===== config.mk =====
export PLATFORM = sky130hd
export DESIGN_NAME = ock_overlay_key
export DESIGN_NICKNAME = d
export VERILOG_FILES = /design/src/ock_pkg.sv /design/src/ock_overlay_key.sv
export VERILOG_INCLUDE_DIRS = /design/src
export SDC_FILE = /design/constraint.sdc
export NUM_CORES = 1
export LEC_CHECK = 0
export BUFFER_PORTS_ARGS = -buffer_cell sky130_fd_sc_hd__buf_2
export CAP_MARGIN = 0
export CORE_MARGIN = 5
export CORE_UTILIZATION = 40
export DETAILED_ROUTE_END_ITERATION = 6
export PLACE_DENSITY = 0.6
export RECOVER_POWER = 25
export SLEW_MARGIN = 20
export SYNTH_ARGS = -nofsm -noshare
export SYNTH_HDL_FRONTEND = slang
export SYNTH_SLANG_ARGS = --single-unit

===== constraint.sdc =====
create_clock -name clk_in -period 8.2 [get_ports clk_in]
set_input_delay 1.64 -clock clk_in [delete_from_list [all_inputs] [get_ports clk_in]]
set_output_delay 1.64 -clock clk_in [all_outputs]
set_load 0.05 [all_outputs]

===== src/ock_defines.svh =====
/*
  Register offsets, field positions and reset values of the overlay keying block.
  Assumes inclusion by bare name from the design file.
*/
`ifndef OCK_DEFINES_SVH
`define OCK_DEFINES_SVH
`define OCK_OFS_DEST_KEY_VALUE 8'h50
`define OCK_OFS_DEST_KEY_MASK 8'h54
`define OCK_OFS_SRC_KEY_HIGH 8'h58
`define OCK_OFS_SRC_KEY_LOW 8'h5c
`define OCK_OFS_SRC_KEY_EN 8'h60
`define OCK_OFS_OVL_CONFIG 8'h64
`define OCK_OFS_OVL_STATUS 8'h68
`define OCK_BIT_DEST_KEY_EN 31
`define OCK_BIT_ALPHA_EN 30
`define OCK_BIT_LUMA_GREEN_EN 26
`define OCK_BIT_CB_BLUE_EN 25
`define OCK_BIT_CR_RED_EN 24
`define OCK_BIT_PIPE_SEL 18
`define OCK_RST_DEST_KEY_VALUE 32'h00000000
`define OCK_RST_DEST_KEY_MASK 32'h00000000
`define OCK_RST_SRC_KEY_HIGH 32'h00000000
`define OCK_RST_SRC_KEY_LOW 32'h00000000
`define OCK_RST_SRC_KEY_EN 32'h00000000
`define OCK_RST_OVL_CONFIG 32'h00000000
`define OCK_MASK_DEST_KEY_VALUE 32'h00ffffff
`define OCK_MASK_DEST_KEY_MASK 32'hc0ffffff
`define OCK_MASK_SRC_KEY 32'h00ffffff
`define OCK_MASK_SRC_KEY_EN 32'h070000ff
`define OCK_MASK_OVL_CONFIG 32'h07fc0000
`define OCK_ALPHA_FULL 8'hff
`endif


===== src/ock_pkg.sv =====
/*
  Types shared by the overlay keying block.
  Assumes nothing of its surroundings.
*/
package ock_pkg;
  typedef enum logic [1:0] {
    ock_fmt_rgb888,
    ock_fmt_rgb_five_five_five,
    ock_fmt_rgb_five_six_five,
    ock_fmt_yuv
  } ock_fmt_t;
  typedef enum logic [1:0] {
    ock_pipe_idle,
    ock_pipe_wait_first,
    ock_pipe_wait_second
  } ock_pipe_state_t;
endpackage : ock_pkg


===== src/ock_overlay_key.sv =====
/*
  Overlay colour keying: destination key, source chroma key, constant alpha and pipe
  assignment, with an AXI4-Lite register slave.
  Assumes pixel inputs synchronous to clk_in, one pixel per cycle when valid.
*/
// Behaviour
// - Hold 24-bit destination key, red green blue.
// - Matching display pixel in window shows overlay.
// - Destination keying puts overlay below primary.
// - Keying only on shared pipe, plane A first.
// - Mask one bits excluded from the compare.
// - Constant alpha scales every overlay channel.
// - Alpha ff opaque, zero transparent, proportional.
// - Source keying on zoomed data, before conversion.
// - Widen RGB channels by repeating top bits.
// - Above high key fails, overlay shown.
// - Below low key fails, inside range primary.
// - Channels are Y U V or G B R.
// - Per-channel enables gate the source result.
// - Destination failure wins; both fail gives primary.
// - Pipe change completes after both pipes blank.
`timescale 1ns/100ps
`include "ock_defines.svh"
module ock_overlay_key (
  input wire logic clk_in,
  input wire logic rst_b_in,
  input wire logic [7:0] s_axi_awaddr_in,
  input wire logic s_axi_awvalid_in,
  output logic s_axi_awready_out,
  input wire logic [31:0] s_axi_wdata_in,
  input wire logic [3:0] s_axi_wstrb_in,
  input wire logic s_axi_wvalid_in,
  output logic s_axi_wready_out,
  output logic [1:0] s_axi_bresp_out,
  output logic s_axi_bvalid_out,
  input wire logic s_axi_bready_in,
  input wire logic [7:0] s_axi_araddr_in,
  input wire logic s_axi_arvalid_in,
  output logic s_axi_arready_out,
  output logic [31:0] s_axi_rdata_out,
  output logic [1:0] s_axi_rresp_out,
  output logic s_axi_rvalid_out,
  input wire logic s_axi_rready_in,
  input wire logic vblank_a_in,
  input wire logic vblank_b_in,
  input wire logic plane_a_on_pipe_a_in,
  input wire logic plane_a_on_pipe_b_in,
  input wire logic plane_b_on_pipe_a_in,
  input wire logic plane_b_on_pipe_b_in,
  input wire logic pix_valid_in,
  input wire logic in_window_in,
  input wire logic [23:0] plane_a_pix_in,
  input wire logic [23:0] plane_b_pix_in,
  input wire logic [23:0] ovl_pix_in,
  input wire ock_pkg::ock_fmt_t ovl_fmt_in,
  output logic pix_valid_out,
  output logic show_overlay_out,
  output logic overlay_below_out,
  output logic [23:0] ovl_pix_out,
  output logic pipe_sel_out
);
  logic [31:0] dest_key_value_reg;
  logic [31:0] dest_key_mask_alpha_ctrl_reg;
  logic [31:0] source_key_high_reg;
  logic [31:0] source_key_low_reg;
  logic [31:0] source_key_enable_alpha_value_reg;
  logic [31:0] overlay_configuration_reg;
  logic [31:0] fr_dkv_reg;
  logic [31:0] fr_dkm_reg;
  logic [31:0] fr_skh_reg;
  logic [31:0] fr_skl_reg;
  logic [31:0] fr_ske_reg;
  logic aw_hold_reg;
  logic w_hold_reg;
  logic [7:0] aw_addr_reg;
  logic [31:0] w_data_reg;
  logic [3:0] w_strb_reg;
  logic frame_start;
  logic vblank_a_d_reg;
  logic vblank_b_d_reg;
  logic vblank_a_rise;
  logic vblank_b_rise;
  logic pipe_target_reg;
  ock_pkg::ock_pipe_state_t pipe_state_reg;
  logic [23:0] key_pix;
  logic key_plane_present;
  logic dest_fail;
  logic src_fail;
  logic [23:0] ovl_wide;
  logic [23:0] ovl_scaled;
  logic s1_valid_reg;
  logic s1_show_reg;
  logic [23:0] s1_pix_reg;

  function automatic logic [31:0] merge_bytes(input logic [31:0] old_v, input logic [31:0] new_v,
                                              input logic [3:0] strb, input logic [31:0] keep);
    logic [31:0] res;
    res = old_v;
    for (int i = 0; i < 4; i++) begin
      if (strb[i]) begin
        res[i*8 +: 8] = new_v[i*8 +: 8];
      end
    end
    return res & keep;
  endfunction : merge_bytes

  function automatic logic [7:0] scale8(input logic [7:0] chan, input logic [7:0] alpha);
    logic [15:0] prod;
    prod = chan * alpha + 16'h0080;
    prod = prod + {8'h00, prod[15:8]};
    return prod[15:8];
  endfunction : scale8

  // AXI4-Lite write path: address and data are latched independently.
  always_ff @(posedge clk_in) begin
    if (!rst_b_in) begin
      aw_hold_reg <= 1'b0;
      aw_addr_reg <= 8'h00;
    end else if (s_axi_awvalid_in && s_axi_awready_out) begin
      aw_hold_reg <= 1'b1;
      aw_addr_reg <= s_axi_awaddr_in;
    end else if (aw_hold_reg && w_hold_reg && !s_axi_bvalid_out) begin
      aw_hold_reg <= 1'b0;
    end
  end

  always_ff @(posedge clk_in) begin
    if (!rst_b_in) begin
      w_hold_reg <= 1'b0;
      w_data_reg <= 32'h00000000;
      w_strb_reg <= 4'h0;
    end else if (s_axi_wvalid_in && s_axi_wready_out) begin
      w_hold_reg <= 1'b1;
      w_data_reg <= s_axi_wdata_in;
      w_strb_reg <= s_axi_wstrb_in;
    end else if (aw_hold_reg && w_hold_reg && !s_axi_bvalid_out) begin
      w_hold_reg <= 1'b0;
    end
  end

  always_ff @(posedge clk_in) begin
    if (!rst_b_in) begin
      s_axi_awready_out <= 1'b0;
      s_axi_wready_out <= 1'b0;
    end else begin
      s_axi_awready_out <= !aw_hold_reg && !(s_axi_awvalid_in && s_axi_awready_out) && !s_axi_bvalid_out;
      s_axi_wready_out <= !w_hold_reg && !(s_axi_wvalid_in && s_axi_wready_out) && !s_axi_bvalid_out;
    end
  end

  always_ff @(posedge clk_in) begin
    if (!rst_b_in) begin
      s_axi_bvalid_out <= 1'b0;
      s_axi_bresp_out <= 2'h0;
    end else if (aw_hold_reg && w_hold_reg && !s_axi_bvalid_out) begin
      s_axi_bvalid_out <= 1'b1;
      s_axi_bresp_out <= (aw_addr_reg[7:2] >= `OCK_OFS_DEST_KEY_VALUE >> 2 &&
                          aw_addr_reg[7:2] <= `OCK_OFS_OVL_CONFIG >> 2) ? 2'h0 : 2'h2;
    end else if (s_axi_bready_in) begin
      s_axi_bvalid_out <= 1'b0;
    end
  end

  always_ff @(posedge clk_in) begin
    if (!rst_b_in) begin
      dest_key_value_reg <= `OCK_RST_DEST_KEY_VALUE;
      dest_key_mask_alpha_ctrl_reg <= `OCK_RST_DEST_KEY_MASK;
      source_key_high_reg <= `OCK_RST_SRC_KEY_HIGH;
      source_key_low_reg <= `OCK_RST_SRC_KEY_LOW;
      source_key_enable_alpha_value_reg <= `OCK_RST_SRC_KEY_EN;
      overlay_configuration_reg <= `OCK_RST_OVL_CONFIG;
    end else if (aw_hold_reg && w_hold_reg && !s_axi_bvalid_out) begin
      unique case ({aw_addr_reg[7:2], 2'b00})
        `OCK_OFS_DEST_KEY_VALUE: begin
          dest_key_value_reg <= merge_bytes(dest_key_value_reg, w_data_reg, w_strb_reg,
                                            `OCK_MASK_DEST_KEY_VALUE);
        end
        `OCK_OFS_DEST_KEY_MASK: begin
          dest_key_mask_alpha_ctrl_reg <= merge_bytes(dest_key_mask_alpha_ctrl_reg, w_data_reg, w_strb_reg,
                                                      `OCK_MASK_DEST_KEY_MASK);
        end
        `OCK_OFS_SRC_KEY_HIGH: begin
          source_key_high_reg <= merge_bytes(source_key_high_reg, w_data_reg, w_strb_reg, `OCK_MASK_SRC_KEY);
        end
        `OCK_OFS_SRC_KEY_LOW: begin
          source_key_low_reg <= merge_bytes(source_key_low_reg, w_data_reg, w_strb_reg, `OCK_MASK_SRC_KEY);
        end
        `OCK_OFS_SRC_KEY_EN: begin
          source_key_enable_alpha_value_reg <= merge_bytes(source_key_enable_alpha_value_reg, w_data_reg,
                                                           w_strb_reg, `OCK_MASK_SRC_KEY_EN);
        end
        `OCK_OFS_OVL_CONFIG: begin
          overlay_configuration_reg <= merge_bytes(overlay_configuration_reg, w_data_reg, w_strb_reg,
                                                   `OCK_MASK_OVL_CONFIG);
        end
        default: begin
        end
      endcase
    end
  end

  // AXI4-Lite read path; unmapped addresses answer SLVERR with zero data.
  always_ff @(posedge clk_in) begin
    if (!rst_b_in) begin
      s_axi_arready_out <= 1'b0;
      s_axi_rvalid_out <= 1'b0;
      s_axi_rdata_out <= 32'h00000000;
      s_axi_rresp_out <= 2'h0;
    end else if (s_axi_arvalid_in && s_axi_arready_out) begin
      s_axi_arready_out <= 1'b0;
      s_axi_rvalid_out <= 1'b1;
      s_axi_rresp_out <= 2'h0;
      unique case ({s_axi_araddr_in[7:2], 2'b00})
        `OCK_OFS_DEST_KEY_VALUE: s_axi_rdata_out <= dest_key_value_reg;
        `OCK_OFS_DEST_KEY_MASK: s_axi_rdata_out <= dest_key_mask_alpha_ctrl_reg;
        `OCK_OFS_SRC_KEY_HIGH: s_axi_rdata_out <= source_key_high_reg;
        `OCK_OFS_SRC_KEY_LOW: s_axi_rdata_out <= source_key_low_reg;
        `OCK_OFS_SRC_KEY_EN: s_axi_rdata_out <= source_key_enable_alpha_value_reg;
        `OCK_OFS_OVL_CONFIG: s_axi_rdata_out <= overlay_configuration_reg;
        `OCK_OFS_OVL_STATUS: s_axi_rdata_out <= {30'h00000000, pipe_state_reg != ock_pkg::ock_pipe_idle,
                                                 pipe_sel_out};
        default: begin
          s_axi_rdata_out <= 32'h00000000;
          s_axi_rresp_out <= 2'h2;
        end
      endcase
    end else if (s_axi_rvalid_out) begin
      if (s_axi_rready_in) begin
        s_axi_rvalid_out <= 1'b0;
      end
    end else begin
      s_axi_arready_out <= 1'b1;
    end
  end

  always_ff @(posedge clk_in) begin
    if (!rst_b_in) begin
      vblank_a_d_reg <= 1'b0;
      vblank_b_d_reg <= 1'b0;
    end else begin
      vblank_a_d_reg <= vblank_a_in;
      vblank_b_d_reg <= vblank_b_in;
    end
  end

  assign vblank_a_rise = vblank_a_in && !vblank_a_d_reg;
  assign vblank_b_rise = vblank_b_in && !vblank_b_d_reg;

  // pipe switch handshake.
  // The old pipe blanks first, then the new one, so neither pipe sees a torn frame.
  always_ff @(posedge clk_in) begin
    if (!rst_b_in) begin
      pipe_state_reg <= ock_pkg::ock_pipe_idle;
      pipe_target_reg <= 1'b0;
      pipe_sel_out <= 1'b0;
    end else begin
      unique case (pipe_state_reg)
        ock_pkg::ock_pipe_idle: begin
          if (overlay_configuration_reg[`OCK_BIT_PIPE_SEL] != pipe_sel_out) begin
            pipe_target_reg <= overlay_configuration_reg[`OCK_BIT_PIPE_SEL];
            pipe_state_reg <= ock_pkg::ock_pipe_wait_first;
          end
        end
        ock_pkg::ock_pipe_wait_first: begin
          if (pipe_sel_out ? vblank_b_rise : vblank_a_rise) begin
            pipe_state_reg <= ock_pkg::ock_pipe_wait_second;
          end
        end
        ock_pkg::ock_pipe_wait_second: begin
          if (pipe_target_reg ? vblank_b_rise : vblank_a_rise) begin
            pipe_sel_out <= pipe_target_reg;
            pipe_state_reg <= ock_pkg::ock_pipe_idle;
          end
        end
        default: begin
          pipe_state_reg <= ock_pkg::ock_pipe_idle;
        end
      endcase
    end
  end

  assign frame_start = pipe_sel_out ? vblank_b_rise : vblank_a_rise;

  always_ff @(posedge clk_in) begin
    if (!rst_b_in) begin
      fr_dkv_reg <= `OCK_RST_DEST_KEY_VALUE;
      fr_dkm_reg <= `OCK_RST_DEST_KEY_MASK;
      fr_skh_reg <= `OCK_RST_SRC_KEY_HIGH;
      fr_skl_reg <= `OCK_RST_SRC_KEY_LOW;
      fr_ske_reg <= `OCK_RST_SRC_KEY_EN;
    end else if (frame_start) begin
      fr_dkv_reg <= dest_key_value_reg;
      fr_dkm_reg <= dest_key_mask_alpha_ctrl_reg;
      fr_skh_reg <= source_key_high_reg;
      fr_skl_reg <= source_key_low_reg;
      fr_ske_reg <= source_key_enable_alpha_value_reg;
    end
  end

  // plane A preferred on shared pipe.
  always_comb begin
    key_plane_present = 1'b0;
    key_pix = plane_a_pix_in;
    if (pipe_sel_out ? plane_a_on_pipe_b_in : plane_a_on_pipe_a_in) begin
      key_plane_present = 1'b1;
    end else if (pipe_sel_out ? plane_b_on_pipe_b_in : plane_b_on_pipe_a_in) begin
      key_plane_present = 1'b1;
      key_pix = plane_b_pix_in;
    end
  end

  assign dest_fail = fr_dkm_reg[`OCK_BIT_DEST_KEY_EN] && (!key_plane_present || !in_window_in ||
                     ((key_pix ^ fr_dkv_reg[23:0]) & ~fr_dkm_reg[23:0]) != 24'h000000);

  always_comb begin
    unique case (ovl_fmt_in)
      ock_pkg::ock_fmt_rgb_five_five_five: begin
        ovl_wide = {ovl_pix_in[20:16], ovl_pix_in[20:18], ovl_pix_in[12:8], ovl_pix_in[12:10],
                    ovl_pix_in[4:0], ovl_pix_in[4:2]};
      end
      ock_pkg::ock_fmt_rgb_five_six_five: begin
        ovl_wide = {ovl_pix_in[21:16], ovl_pix_in[21:20], ovl_pix_in[12:8], ovl_pix_in[12:10],
                    ovl_pix_in[4:0], ovl_pix_in[4:2]};
      end
      default: begin
        ovl_wide = ovl_pix_in;
      end
    endcase
  end

  always_comb begin
    src_fail = 1'b0;
    for (int c = 0; c < 3; c++) begin
      if (fr_ske_reg[`OCK_BIT_CR_RED_EN + c] &&
          (ovl_wide[c*8 +: 8] > fr_skh_reg[c*8 +: 8] || ovl_wide[c*8 +: 8] < fr_skl_reg[c*8 +: 8])) begin
        src_fail = 1'b1;
      end
    end
  end

  generate
    for (genvar g = 0; g < 3; g++) begin : g_alpha
      assign ovl_scaled[g*8 +: 8] = fr_dkm_reg[`OCK_BIT_ALPHA_EN] ?
                                    scale8(ovl_wide[g*8 +: 8], fr_ske_reg[7:0]) : ovl_wide[g*8 +: 8];
    end
  endgenerate

  // two-stage pixel pipeline.
  // A disabled channel never fails; with no channel enabled the source key is bypassed and the overlay is shown unless the destination key fails.
  always_ff @(posedge clk_in) begin
    if (!rst_b_in) begin
      s1_valid_reg <= 1'b0;
      s1_show_reg <= 1'b0;
      s1_pix_reg <= 24'h000000;
      pix_valid_out <= 1'b0;
      show_overlay_out <= 1'b0;
      ovl_pix_out <= 24'h000000;
    end else begin
      s1_valid_reg <= pix_valid_in;
      if (dest_fail) begin
        s1_show_reg <= 1'b0;
      end else if (fr_ske_reg[26:24] != 3'b000) begin
        s1_show_reg <= src_fail;
      end else begin
        s1_show_reg <= 1'b1;
      end
      s1_pix_reg <= ovl_scaled;
      pix_valid_out <= s1_valid_reg;
      show_overlay_out <= s1_show_reg;
      ovl_pix_out <= s1_pix_reg;
    end
  end

  always_ff @(posedge clk_in) begin
    if (!rst_b_in) begin
      overlay_below_out <= 1'b0;
    end else begin
      overlay_below_out <= fr_dkm_reg[`OCK_BIT_DEST_KEY_EN];
    end
  end
endmodule : ock_overlay_key


# Word-level counts from Yosys, hierarchy flattened
# Index checks and enable logic that the tools add are counted.
[word_totals] elab_cells=180 register_bits=373 output_inout_bits=69 in_bits=141
[op_classes] bitwise=4 order_cmp=8 muxes=31 n_reduce_logical=60 n_mul=3 eq_ne=21 add_sub_neg=6
[ops] operator="case mux 32 bit (7 select lines)" count=1
[ops] operator="equality test 6 x 5 -> 1 bit (second input constant)" count=13
[ops] operator="AND reduction 3 bit" count=18
[ops] operator="adder 16 x 8 -> 16 bit" count=3
[ops] operator="adder 16 x 8 -> 16 bit (second input constant)" count=3
[ops] operator="multiplier 8 x 8 -> 16 bit" count=3
[ops] operator="2-to-1 mux 24 bit" count=2
[ops] operator="case mux 24 bit (2 select lines)" count=1
[ops] operator="AND 24 bit" count=1
[ops] operator="> comparator 8 bit" count=3
[ops] operator="less-than comparator 8 bit" count=3
[ops] operator="2-to-1 mux 8 bit" count=3
[ops] operator="inverter 24 bit" count=1
[ops] operator="nonzero test 24 bit" count=1
[ops] operator="XOR 24 bit" count=1
[ops] operator="2-to-1 mux 1 bit" count=18
[ops] operator="logical AND 1 bit" count=16
[ops] operator="2-to-1 mux 2 bit" count=5
[ops] operator="zero test 1 bit" count=9
[ops] operator="nonzero test 2 bit" count=4
[ops] operator="OR reduction 7 bit" count=1
[ops] operator=">= comparator 6 x 5 -> 1 bit (second input constant)" count=1
[ops] operator="less-or-equal comparator 6 x 5 -> 1 bit (second input constant)" count=1
[ops] operator="inequality test 2 bit (second input constant)" count=3
[ops] operator="other kinds (10)" count=18

# Logic depth before layout (Yosys ltp)
[depth] ltp_word=9 ltp_mapped=34 depth_no_buf=29

# Worst setup path after synthesis
# OpenSTA, ideal clock, no wires.
[synth_path] kind="input to register" from="in ovl_fmt_in[0]" to="reg s1_pix_reg[3]" setup_time_ns=0.086 required_ns=8.114 path_buffers=4 arrival_ns=8.278 slack_ns=-0.163 path_stages=31 cell_sequence="inv_1 ha_1 o21ba_1 buf_2 clkbuf_1 a22o_1 clkbuf_1 and2_1 fa_1 fa_1 fa_1 inv_1 fa_1 inv_1 ha_1 buf_2 a21oi_1 nand2_1 nor2_1 o21ai_0 a21oi_1 xnor2_1 ha_1 nand2_1 a311oi_1 o221ai_1 o211a_1 o41ai_4 nand4_1 xor2_1 a211oi_1"
[synth_between] elab_chain_len=6 elab_cells_between_ends=7 classes_between="add/sub: 2; mul: 1; eq/ne: 2; mux: 2"
[synth_rtl] item="start: declaration" line="ock_overlay_key.sv:55" rtl="input wire ock_pkg::ock_fmt_t ovl_fmt_in,"
[synth_rtl] item="equality test 2 bit / equality test 2 x 1 -> 1 bit (equally long branches)" line="ock_overlay_key.sv:316" rtl="unique case (ovl_fmt_in)"
[synth_rtl] item="case mux 24 bit (2 select lines) (*)" line="ock_overlay_key.sv:316"
[synth_rtl] item="multiplier 8 x 8 -> 16 bit" line="ock_overlay_key.sv:109" rtl="prod = chan * alpha + 16'h0080;"
[synth_rtl] item="adder 16 x 8 -> 16 bit" line="ock_overlay_key.sv:109"
[synth_rtl] item="adder 16 x 8 -> 16 bit" line="ock_overlay_key.sv:110" rtl="prod = prod + {8'h00, prod[15:8]};"
[synth_rtl] item="2-to-1 mux 8 bit (*)" line="ock_overlay_key.sv:343" rtl="assign ovl_scaled[g*8 +: 8] = fr_dkm_reg[`OCK_BIT_ALPHA_EN] ?"
[synth_rtl] item="end signal: assignment" line="ock_overlay_key.sv:367" rtl="s1_pix_reg <= ovl_scaled;"
[synth_rtl] item="end: declaration" line="ock_overlay_key.sv:93" rtl="logic [23:0] s1_pix_reg;"
# Every way passes the cells marked *; elsewhere a longest branch is shown, timed or not.
# A chain may end at the register's enable or synchronous reset.

# Final worst setup path
[layout_path] from="in ovl_fmt_in[0]" to="reg s1_pix_reg[13]"
# The elaborated chain is that of the path after synthesis.

==> results.py <==
metrics = {
    "outcome": {
        "run_status": "finished, violations left",
        "violations": "max-capacitance violations, max-slew violations",
    },
    "clock_network": {
        "cts_root_buf": "clkbuf_16",
        "path_clk_slew_ns": 0.06,
        "insertion_delay_ns": 0.58,
        "cts_hold_buf": 0,
        "cts_buffer_depth": 3,
        "cts_buffers": 40,
        "cts_sinks": 363,
        "cts_tree": "done",
        "htreeDepth": 2,
    },
    "worst_setup_path": {
        "end_kind": "flop",
        "max_stage_delay_ns": 0.51,
        "cpMostUsedCell": "fa_1",
        "r2r-start": "fr_ske_reg[1]",
        "worstPathRequired_ns": 8.67,
        "arrival_ns": 8.31,
        "crit_type": "in2reg",
        "ff2ff_path_depth": 24,
        "crit_path_top_delay_cell": "fa_1",
        "cp_max_fo": 15,
        "cp-start-kind": "primary input",
        "startpoint": "ovl_fmt_in[0]",
    },
    "flow_run": {
        "max_cap_violations": 2,
    },
    "detailed_routing": {
        "drc": 0,
        "viasPerCell": 5.12,
        "post_drt_wl_per_cell_um": 16.9,
        "dr.pass1.iters": 5,
        "num_vias": 18800,
        "finalWirelength_mm": 61.7,
        "drt_iter0_markers": 1259,
        "drt.antenna.violating_nets": 0,
    },
    "placed_design": {
        "dp_hpwl_mm": 47.8,
        "dp_slack_ns": -0.216,
        "gp_congestion": 0.868,
        "port_buffers": 197,
    },
    "global_route": {
        "overflow": 0,
        "grt_max_degree": 249,
        "grt_antenna_before_repair": 1,
        "grt_pass1_wl_mm": 100,
        "grt_usage": 0.194,
        "grt_pass1_vias": 18900,
    },
    "yosys": {
        "yosys_warnings": 0,
        "ys.flop_type": "dfxtp_1",
        "ys_seq_area_frac": 0.319,
        "synth_edf_count": 0,
        "synth.distinct_cells": 98,
        "netlist_instances": 2612,
        "avgSynthCellArea_um2": 8.73,
        "yosys.area.top_type": "dfxtp_1",
        "synth_area_um2": 22800,
        "synth_area_leaders": "dfxtp_1 32%, ha_1 10%, fa_1 9.7%, nand2_1 6.7%, mux2i_1 6.4%",
        "yosys.area.top_type_share": 0.319,
        "async_flop_share": 0,
        "yosys_register_bits": 363,
    },
    "timing": {
        "finalMaxSlewViolations": 77,
        "period_needed_ns": 7.84,
        "hold_violations": 0,
        "timing.fmax_mhz": 128,
        "tightestPinTransition_ns": 2.13,
        "worst_slack_ns": 0.364,
        "period_share": 0.956,
        "relSlewSlack": -0.417,
        "setup-violations-final": 0,
        "finClkSkew_ns": 0.0244,
        "rsz0062_at_grt": "false",
    },
    "min_path": {
        "whs_path_depth": 1,
        "hold_start": "w_hold_reg",
        "hold_class": "reg2reg",
    },
    "pwr": {
        "total_power_mw": 4.16,
        "power_leakage_nw": 12.2,
        "vdd_drop_max_mv": 0.149,
        "pwr_density_cell_nw_per_um2": 155,
    },
    "cells_and_area": {
        "drive_above_1_share": 0.148,
        "area_growth_pct": 17.8,
        "fill_cells": 5518,
        "antenna-diode-count": 0,
        "multi_input_area_um2": 14200,
        "seq_area_um2": 7270,
        "final_nets": 3307,
    },
    "floorplan": {
        "start_util": 0.404,
        "core-area_um2": 56400,
        "die_area_um2": 61900,
        "num_rows": 87,
        "fp.dieH_um": 249,
        "ios": 210,
        "die_x_um": 249,
    },
}
==> synth_stat cells (41+ instances only) <==
library cell and count:
nand2_1 409, dfxtp_1 363, inv_1 233, a21oi_1 199, ha_1 182, nor2_1 165
and2_1 154, mux2i_1 145, clkbuf_1 119, fa_1 111, o21ai_0 57, nand3_1 41
xor2_1 41
==> critical path, delay by kind of cell <==
family | cells | cell delay, ns
buf+inv | 7 | 0.71
compound gates | 7 | 1.88
xor+xnor | 2 | 0.37
simple gates | 6 | 0.82
fa+ha+maj | 7 | 2.88
==> layout by cell type (no fill, tap or decap), drive strengths merged, types with 6 or more instances in the layout <==
cell type  Yosys  routed
nand2        409     409
dfxtp        363     363
buf           19     306
inv          236     238
a21oi        201     201
ha           182     182
nor2         165     165
and2         155     155
mux2i        145     145
fa           111     111
clkbuf       120     103
o21ai         65      65
nand3         42      42
xor2          42      42
a22oi         28      28
nor2b         28      28
a21o          27      27
a22o          26      26
xnor2         24      24
nor3          24      24
mux4          21      21
nand2b        14      14
o21a          13      13
o22ai         12      12
a31oi         12      12
and3          10      10
nand4          8       8
clkinv         0       8
or3            7       7
a211oi         7       7
or4            6       6
bufinv         0       6
o31ai          6       6
==> worst paths after layout <==
path         slack (ns)                to
max                0.36    s1_pix_reg[13]
min                0.43  s_axi_wready_out
max reg2reg        1.49    s1_pix_reg[13]
min reg2reg        0.43  s_axi_wready_out
==> per-stage QoR <==
stage	instance area [µm²]	TNS, ns	cells	hold WS [ns]	utilization
floorplan	22800	0	2616	0.399	-
global placement	25500	-0.289	3587	0.409	0.452
detailed placement	25500	-1.64	3587	0.417	0.452
CTS	26900	0	3659	0.428	0.477
global route	26900	0	3659	0.447	0.476
finish	26900	0	3659	0.429	0.476
==> layer usage <==
metal | share of wire | vias up | global-route usage
met5 | 0.00021 | - | 0
met4 | 0.019 | 2 | 0.0465
met3 | 0.047 | 78 | 0.0282
met2 | 0.48 | 421 | 0.328
met1 | 0.46 | 9002 | 0.262
li1 | - | 9247 | -
==> cells by family (layout without fill, tap and decap cells) <==
kind of cell               after synthesis  in the layout  synth area share
adders and majority gates              294            294             0.198
DFF                                    363            363             0.319
buffers and inverters                  375            662            0.0637
and+or+nand+nor                        889            889             0.179
muxes                                  168            168            0.0854
other                                    1              5          0.000164
AOI/OAI and AO/OA                      456            456             0.129
xor gates and xnor gates                66             66            0.0257
==> layout make-up <==
cell class | instances | area share
sequential | 363 | 0.271
inverter | 236 | 0.0333
timing repair buffer | 354 | 0.0797
multi-input combinational | 1878 | 0.527
clock inverter | 17 | 0.0114
tap | 756 | 0.0352
clock buffer | 55 | 0.0424
==> power breakdown <==
group          total [mW]  switching [mW]  internal, mW
sequential           1.81          0.0211          1.79
clock                1.93           0.759          1.17
combinational       0.415           0.267         0.148
==> timing repair <==
| item | 4_1_cts | 5_1_grt |
|---|---|---|
| setup endpoints to repair | 0 | 1 |
| setup buffers | 0 | 0 |
| resized for setup | 0 | 1 |
| endpoints found under the hold margin | 0 | 0 |
No activity file was read; power rests on OpenSTA's default activity.
